$ cat src/hdl/ddc_pkg.sv
// package for the device disable control block: states, carriers, constants
// assumes one 200 MHz core clock and an nvm loader that reports load completion
package ddc_pkg;

    localparam logic [1:0] DDC_SYNC_RESET  = 2'h3; // synchroniser resets to deasserted
    localparam logic       DDC_ALLOW_RESET = 1'h0; // permission off after reset
    localparam logic       DDC_PERST_RESET = 1'h0; // reset history starts low: high counts as release

    typedef enum logic [3:0] {
        DDC_ST_WAIT_NVM = 4'h1, // nvm not yet read: request ignored
        DDC_ST_ACTIVE   = 4'h2, // normal operation
        DDC_ST_DISABLED = 4'h4, // device disable mode
        DDC_ST_REREAD   = 4'h8  // fundamental reset released, nvm being reread
    } ddc_state_e;

    // controls that go to the rest of the chip
    typedef struct packed {
        logic link_l3;
        logic phy_power_down;
        logic output_hiz;
        logic disabled;
    } ddc_ctrl_s;

    localparam ddc_ctrl_s  DDC_CTRL_RESET  = 4'h0; // chip runs: nothing parked or released

    typedef struct packed {
        ddc_state_e state;
        logic       allow;
        logic       perst_seen; // fundamental reset level one cycle ago
        ddc_ctrl_s  ctrl;
    } ddc_core_s;

endpackage : ddc_pkg

$ cat src/hdl/ddc_sync.sv
// two flip-flop level synchroniser for the disable request pin
// assumes the pin may change at any time relative to sys_clk
`timescale 1ns/1ps
module ddc_sync (
    input  wire logic sys_clk,
    input  wire logic rst,
    input  wire logic async_in,
    output logic      sync_out
);
    logic [1:0] stages;

    // first stage feeds only the second; resets high so the pin reads deasserted
    always_ff @(posedge sys_clk or posedge rst) begin
        if (rst) begin
            stages <= ddc_pkg::DDC_SYNC_RESET;
        end else begin
            stages <= {stages[0], async_in};
        end
    end

    assign sync_out = stages[1];
endmodule : ddc_sync

$ cat src/hdl/ddc_top.sv
// device disable control: mode machine driving link, phy and pad controls
// assumes nvm_loaded pulses or holds high once the nvm image has been read,
// and link_fundamental_reset_n is synchronous to sys_clk
`timescale 1ns/1ps
module ddc_top (
    input  wire logic sys_clk,
    input  wire logic rst,
    input  wire logic disable_request_n,        // pad pulls it high when open
    input  wire logic link_fundamental_reset_n,
    input  wire logic nvm_loaded,
    input  wire logic nvm_disable_allow,        // allow bit from the nvm image
    output logic      link_l3,
    output logic      phy_power_down,
    output logic      output_hiz,
    output logic      device_disabled
);
    // request after the synchroniser, still active low
    logic               req_sync_n;
    // state of the block apart from the synchroniser stages: mode, permission, reset history, controls
    ddc_pkg::ddc_core_s core;
    ddc_pkg::ddc_core_s next_core;

    // release of the fundamental reset: high now, low one cycle ago
    function automatic logic perst_rising(
        input logic level_now,
        input logic level_before
    );
        return level_now & ~level_before;
    endfunction : perst_rising

    // entry needs the request low and the permission from the image
    function automatic logic entry_wanted(
        input logic request_n,
        input logic permit
    );
        return ~request_n & permit;
    endfunction : entry_wanted

    // pad and link controls for a mode; all move together so none lags
    function automatic ddc_pkg::ddc_ctrl_s ctrl_for(
        input ddc_pkg::ddc_state_e mode
    );
        ddc_pkg::ddc_ctrl_s ctrl;
        ctrl = ddc_pkg::DDC_CTRL_RESET;
        case (mode)
            ddc_pkg::DDC_ST_DISABLED: begin
                // link parked, phy off and pads released in the same cycle
                ctrl.link_l3        = 1'h1;
                ctrl.phy_power_down = 1'h1;
                ctrl.output_hiz     = 1'h1;
                ctrl.disabled       = 1'h1;
            end
            ddc_pkg::DDC_ST_WAIT_NVM: begin
                // power-up: the chip comes up normally while the image loads
                ctrl = ddc_pkg::DDC_CTRL_RESET;
            end
            ddc_pkg::DDC_ST_ACTIVE: begin
                // normal operation
                ctrl = ddc_pkg::DDC_CTRL_RESET;
            end
            ddc_pkg::DDC_ST_REREAD: begin
                // brief exit: the pads drive again until the image is reread
                ctrl = ddc_pkg::DDC_CTRL_RESET;
            end
            default: begin
                ctrl = ddc_pkg::DDC_CTRL_RESET;
            end
        endcase
        return ctrl;
    endfunction : ctrl_for

    // request is asynchronous, so it is synchronised before use
    ddc_sync u_sync (
        .sys_clk  (sys_clk),
        .rst      (rst),
        .async_in (disable_request_n),
        .sync_out (req_sync_n)
    );

    // mode machine; the registered copy drives every output
    always_comb begin
        next_core = core;
        // permission refreshed on every image read; reset leaves it off
        if (nvm_loaded) begin
            next_core.allow = nvm_disable_allow;
        end
        // one cycle of reset history for the release detector
        next_core.perst_seen = link_fundamental_reset_n;
        case (core.state)
            ddc_pkg::DDC_ST_WAIT_NVM: begin
                // the pin means nothing until the image has been read
                if (nvm_loaded) begin
                    next_core.state = ddc_pkg::DDC_ST_ACTIVE;
                end else begin
                    next_core.state = ddc_pkg::DDC_ST_WAIT_NVM;
                end
            end
            ddc_pkg::DDC_ST_ACTIVE: begin
                // an open pin reads high through the pull-up, so stays here
                if (entry_wanted(req_sync_n, core.allow)) begin
                    next_core.state = ddc_pkg::DDC_ST_DISABLED;
                end else if (perst_rising(link_fundamental_reset_n, core.perst_seen)) begin
                    // a link reset reloads the image; wait for it
                    next_core.state = ddc_pkg::DDC_ST_REREAD;
                end else begin
                    next_core.state = ddc_pkg::DDC_ST_ACTIVE;
                end
            end
            ddc_pkg::DDC_ST_DISABLED: begin
                // releasing the request ends the mode and a reset release leaves it briefly; reset assertion is ignored
                if (req_sync_n) begin
                    next_core.state = ddc_pkg::DDC_ST_ACTIVE;
                end else if (perst_rising(link_fundamental_reset_n, core.perst_seen)) begin
                    // momentary exit while the image is reread
                    next_core.state = ddc_pkg::DDC_ST_REREAD;
                end else begin
                    next_core.state = ddc_pkg::DDC_ST_DISABLED;
                end
            end
            ddc_pkg::DDC_ST_REREAD: begin
                // the fresh allow bit is used, the latched one may be stale
                if (!nvm_loaded) begin
                    next_core.state = ddc_pkg::DDC_ST_REREAD;
                end else if (entry_wanted(req_sync_n, nvm_disable_allow)) begin
                    next_core.state = ddc_pkg::DDC_ST_DISABLED;
                end else begin
                    next_core.state = ddc_pkg::DDC_ST_ACTIVE;
                end
            end
            default: begin
                // an illegal code restarts from the power-up wait
                next_core.state = ddc_pkg::DDC_ST_WAIT_NVM;
            end
        endcase
        // controls follow the next state, so outputs come straight from flops
        next_core.ctrl = ctrl_for(next_core.state);
    end

    // state register; reset leaves the machine waiting for the image
    always_ff @(posedge sys_clk or posedge rst) begin
        if (rst) begin
            core.state      <= ddc_pkg::DDC_ST_WAIT_NVM;
            core.allow      <= ddc_pkg::DDC_ALLOW_RESET;
            core.perst_seen <= ddc_pkg::DDC_PERST_RESET;
            core.ctrl       <= ddc_pkg::DDC_CTRL_RESET;
        end else begin
            core <= next_core;
        end
    end

    // outputs are the registered controls, no logic after the flops
    assign link_l3         = core.ctrl.link_l3;
    assign phy_power_down  = core.ctrl.phy_power_down;
    assign output_hiz      = core.ctrl.output_hiz;
    assign device_disabled = core.ctrl.disabled;
endmodule : ddc_top

$ cat config.mk
export PLATFORM = sky130hd
export DESIGN_NAME = ddc_top
export DESIGN_NICKNAME = d
export VERILOG_FILES = /design/src/hdl/ddc_pkg.sv /design/src/hdl/ddc_sync.sv /design/src/hdl/ddc_top.sv
export SDC_FILE = /design/constraint.sdc
export NUM_CORES = 1
export LEC_CHECK = 0
export BUFFER_PORTS_ARGS = -buffer_cell sky130_fd_sc_hd__buf_2
export CAP_MARGIN = 10
export CORE_UTILIZATION = 25
export CTS_BUF_LIST = sky130_fd_sc_hd__clkbuf_8
export DETAILED_ROUTE_END_ITERATION = 12
export PLACE_DENSITY = 0.4
export SETUP_SLACK_MARGIN = 0.4
export SYNTH_ARGS = -nofsm -noshare
export SYNTH_HDL_FRONTEND = slang
export SYNTH_HIERARCHICAL = 1
export SYNTH_SLANG_ARGS = --single-unit
$ cat constraint.sdc
create_clock -name sys_clk -period 2 [get_ports sys_clk]
set_input_delay 0.3 -clock sys_clk [delete_from_list [all_inputs] [get_ports sys_clk]]
set_output_delay 0.3 -clock sys_clk [all_outputs]
set_load 0.02 [all_outputs]
**Word-level counts from Yosys, hierarchy flattened**

Index checks and enable logic that the tools add are counted.

- Bits of input ports: 6
- Word-level logic and storage cells: 27
- Register bits after elaboration: 12

- Bitwise logic cells: 5
- Muxes and demuxes: 9
- Equal/unequal tests: 5

Operators with widths:

| kind | count |
|---|---|
| $mux W4 | 6 |
| $pmux W4 S4 | 1 |
| $eq A4 B3 Y1 const B | 2 |
| $eq A4 B1 Y1 const B | 1 |
| $eq A4 B2 Y1 const B | 1 |
| $eq A4 B4 Y1 const B | 1 |
| $and A1 B1 Y1 | 3 |
| $mux W3 | 1 |
| $mux W2 | 1 |
| $not A1 Y1 | 2 |

**Depth between registers and ports, before layout**

- Word-level depth: 7
- Gate-level depth with buffers: 3

**Cells and area by module**

Netlist, hierarchy kept.

By module, submodules not included:

| module | area each (µm²) | seq. area each (µm²) | times used | cells each |
|---|---|---|---|---|
| ddc_top | 410.4 | 176.4 | 1 | 36 |
| ddc_sync | 56.3 | 52.6 | 1 | 3 |

**Worst setup path before layout**

Ideal clock, no wire load.

- Path type: reg2reg
- From: register core[6] (netlist name)
- To: register core[7] (netlist name)
- Path slack: 887 ps
- Data arrival time: 982 ps
- Period minus slack after synthesis: 1113 ps
- Setup time: 130 ps
- Stages on the path, launching flop included: 4
- Path through: dfstp_2 -> and3b_2 -> o21ai_1 -> o211ai_2

RTL lines:

| item | line | RTL |
|---|---|---|
| start: declaration | ddc_top.sv:20 | `ddc_pkg::ddc_core_s core;` |
| start signal: assignment | ddc_top.sv:147 | `core <= next_core;` |

==> run_results.csv <==
group,metric,value,unit
run_status,status,"finished, final reports clean",
setup_path,critPathRequiredTime,2.13,ns
grt,track_usage,0.08902,
clock_network,cts-htree-levels,1,
setup_path,cp_max_fo,6,
sta,fin_hold_ws,0.01035,ns
cells_and_area,synthToLayoutAreaGrowth,21.18,%
clock_network,clock_latency,0.23,ns
grt,use_met2,0.1681,
sta,drv_slew,0,
route,drc_errors,0,
sta,slew_headroom,0.7741,
setup_path,crit_arrival,1.32,ns
clock_network,cts_resized,0,
floorplan,fp.dieW,45.21,um
yosys,synth.distinct_cells,22,
worst_hold_path,worstHoldPathType,"in2async",
placement,port_buffers,9,
cells_and_area,layout-drive-gt1-share,0.4082,
grt,grt_max_degree,8,
yosys,postSynthCellCount,39,
floorplan,row_count,15,
pwr,fin_total_pwr,0.5958,mW
sta,skew,0.001260,ns
clock_network,cts-buffers-inserted,3,
sta,setup_viol_count_final,0,
clock_network,clkSinkCount,9,
yosys,ys_ff_latch,9,
placement,place_hpwl,633.7,um
clock_network,cts_tree,"yes",
route,post_drt_via_cell_ratio,4.392,
route,drtAntennaViolNets,0,
route,first_iter_violations,4,
clock_network,cts.clk_slew.worst_paths,0.04,ns
grt,top_usage_layer,"met2",
grt,use_met3,0.02400,
yosys,ys_seq_area_frac,0.4906,
sta,fmax,0.8386,GHz
floorplan,die_h,45.21,um
pwr,p_leak,0.2600,nW
route,drt_wl_total,805,um
yosys,synth_top_area_share,0.3217,
floorplan,core_area,0.001745,mm2
clock_network,postCtsHoldBufs,0,
yosys,synth_warnings,6,
grt,grt_pass1_vias,299,
floorplan,pin_count,10,
setup_path,cp-end-kind,"flop",
pwr,ir_drop,0.0005405,V
clock_network,cts_max_path_buffers,2,
sta,fin_crit,1.192,ns
sta,period_share,0.5962,
clock_network,clockRootBuffer,"clkbuf_8",
route,via_count,325,
clock_network,cts_setup_buffers,0,
yosys,syn-cell-area,466.7,um2
yosys,syn_avg_cell_area,11.97,um2
grt,grt_use_met1,0.09091,
grt,antenna_found_initial,0,
flow_run,max_cap_viol_count,0,
placement,place.gp.congestion,0.8283,
setup_path,start_kind,"flop",
floorplan,die_area,0.002043,mm2
cells_and_area,nets,56,
yosys,synth.area.top_cells,"dfrtp_1 32%, dfstp_2 17%, nor4b_4 5.1%",
sta,hold_viol_final,0,
yosys,synth_top_area_cell,"dfrtp_1",
route,drtPass1Iterations,4,
cells_and_area,antenna_cells,0,
route,post_drt_wl_per_cell,10.88,um
yosys,syn_nets,45,
sta,rsz0062_at_grt,"false",
grt,grt_overflow,0,
sta,tightestPinTransition,0.3374,ns
pwr,p_per_area,1053,mW/mm2
floorplan,start_util,0.2674,
setup_path,crit_type,"reg2reg",
sta,fin_tns_setup,0,ns
grt,grt_pass1_wl,1242,um
critical path: stages, from the launching register on:
cell and delay, ns:
dfrtp_1 0.46, nor4b_4 0.36, nand3b_1 0.15, o211ai_1 0.13
Yosys cell counts:
cell and count:
dfrtp_1 6, buf_4 3, dfstp_2 3, inv_1 3
nand2b_1 2, nand3_1 2, nor2_1 2, nor2b_1 2
o211ai_1 2, o21ai_1 2, a221oi_2 1, a32oi_1 1
and3b_1 1, and3b_2 1, mux2_1 1, nand2_1 1
nand3b_1 1, nand4bb_1 1, nor4b_2 1, nor4b_4 1
o211ai_2 1, xor2_1 1
flip-flops by register name, indices dropped and copies added, names as in the netlist:
register	cells
device_disabled	1
core	6
u_sync/stages	2
path summary, 6_finish.rpt:
path / startpoint / endpoint / slack [ns] / depth (start not counted)
hold / removal: rst / core[8] / 0.01 / 2
max in group asynchronous: rst / core[6] / 1.72 / 2
hold reg to reg: u_sync/stages[0] / u_sync/stages[1] / 0.36 / 0
setup reg to reg: core[8] / core[8] / 0.81 / 3
min in group sys_clk: disable_request_n / u_sync/stages[0] / 0.17 / 1
setup / recovery: core[8] / core[8] / 0.81 / 3
cell usage in the layout (no fill, tap or decap), drive strengths merged, types with 3 or more instances in the layout:
cell    instances
o211ai          3
dfstp           3
dfrtp           6
clkbuf          3
inv             4
buf             9
per-stage QoR:
stage | cells | setup WS, ns | util | cell area [um2]
floorplan | 39 | 0.8872 | - | 466.7
global placement | 70 | 0.7837 | 0.2982 | 520.5
detailed placement | 70 | 0.8084 | 0.2982 | 520.5
CTS | 74 | 0.8018 | 0.3240 | 565.5
global route | 74 | 0.7311 | 0.3240 | 565.5
finish | 74 | 0.8076 | 0.3240 | 565.5
report_power, final:
| part | switching (mW) | internal, mW |
|---|---|---|
| registers | 0.0426 | 0.221 |
| logic | 0.0645 | 0.0677 |
| clock network | 0.0664 | 0.133 |
| total | 0.174 | 0.422 |
layout make-up:
cell class	instances	area, um2
clock buffer	3	41.29
inverter	3	11.26
sequential	9	229.0
clock inverter	1	3.754
timing repair buffer	9	45.04
tap	25	31.28
fill	182	1180
multi-input combinational	24	203.9
kinds of logic (layout without fill, tap and decap cells):
kind of cell    Yosys count  in the layout  synth area share
compound gates            7              7            0.1313
xor+xnor                  1              1           0.01877
buf+inv                   6             16           0.07238
flops                     9              9            0.4906
mux                       1              1           0.02413
simple gates             15             15            0.2627
metal layers:
layer  share of wire  routed length, um
met5               0                  0
met4               0                  0
met3           0.043                 35
met2            0.52                422
met1            0.43                347
(Power assumes the default switching activity.)
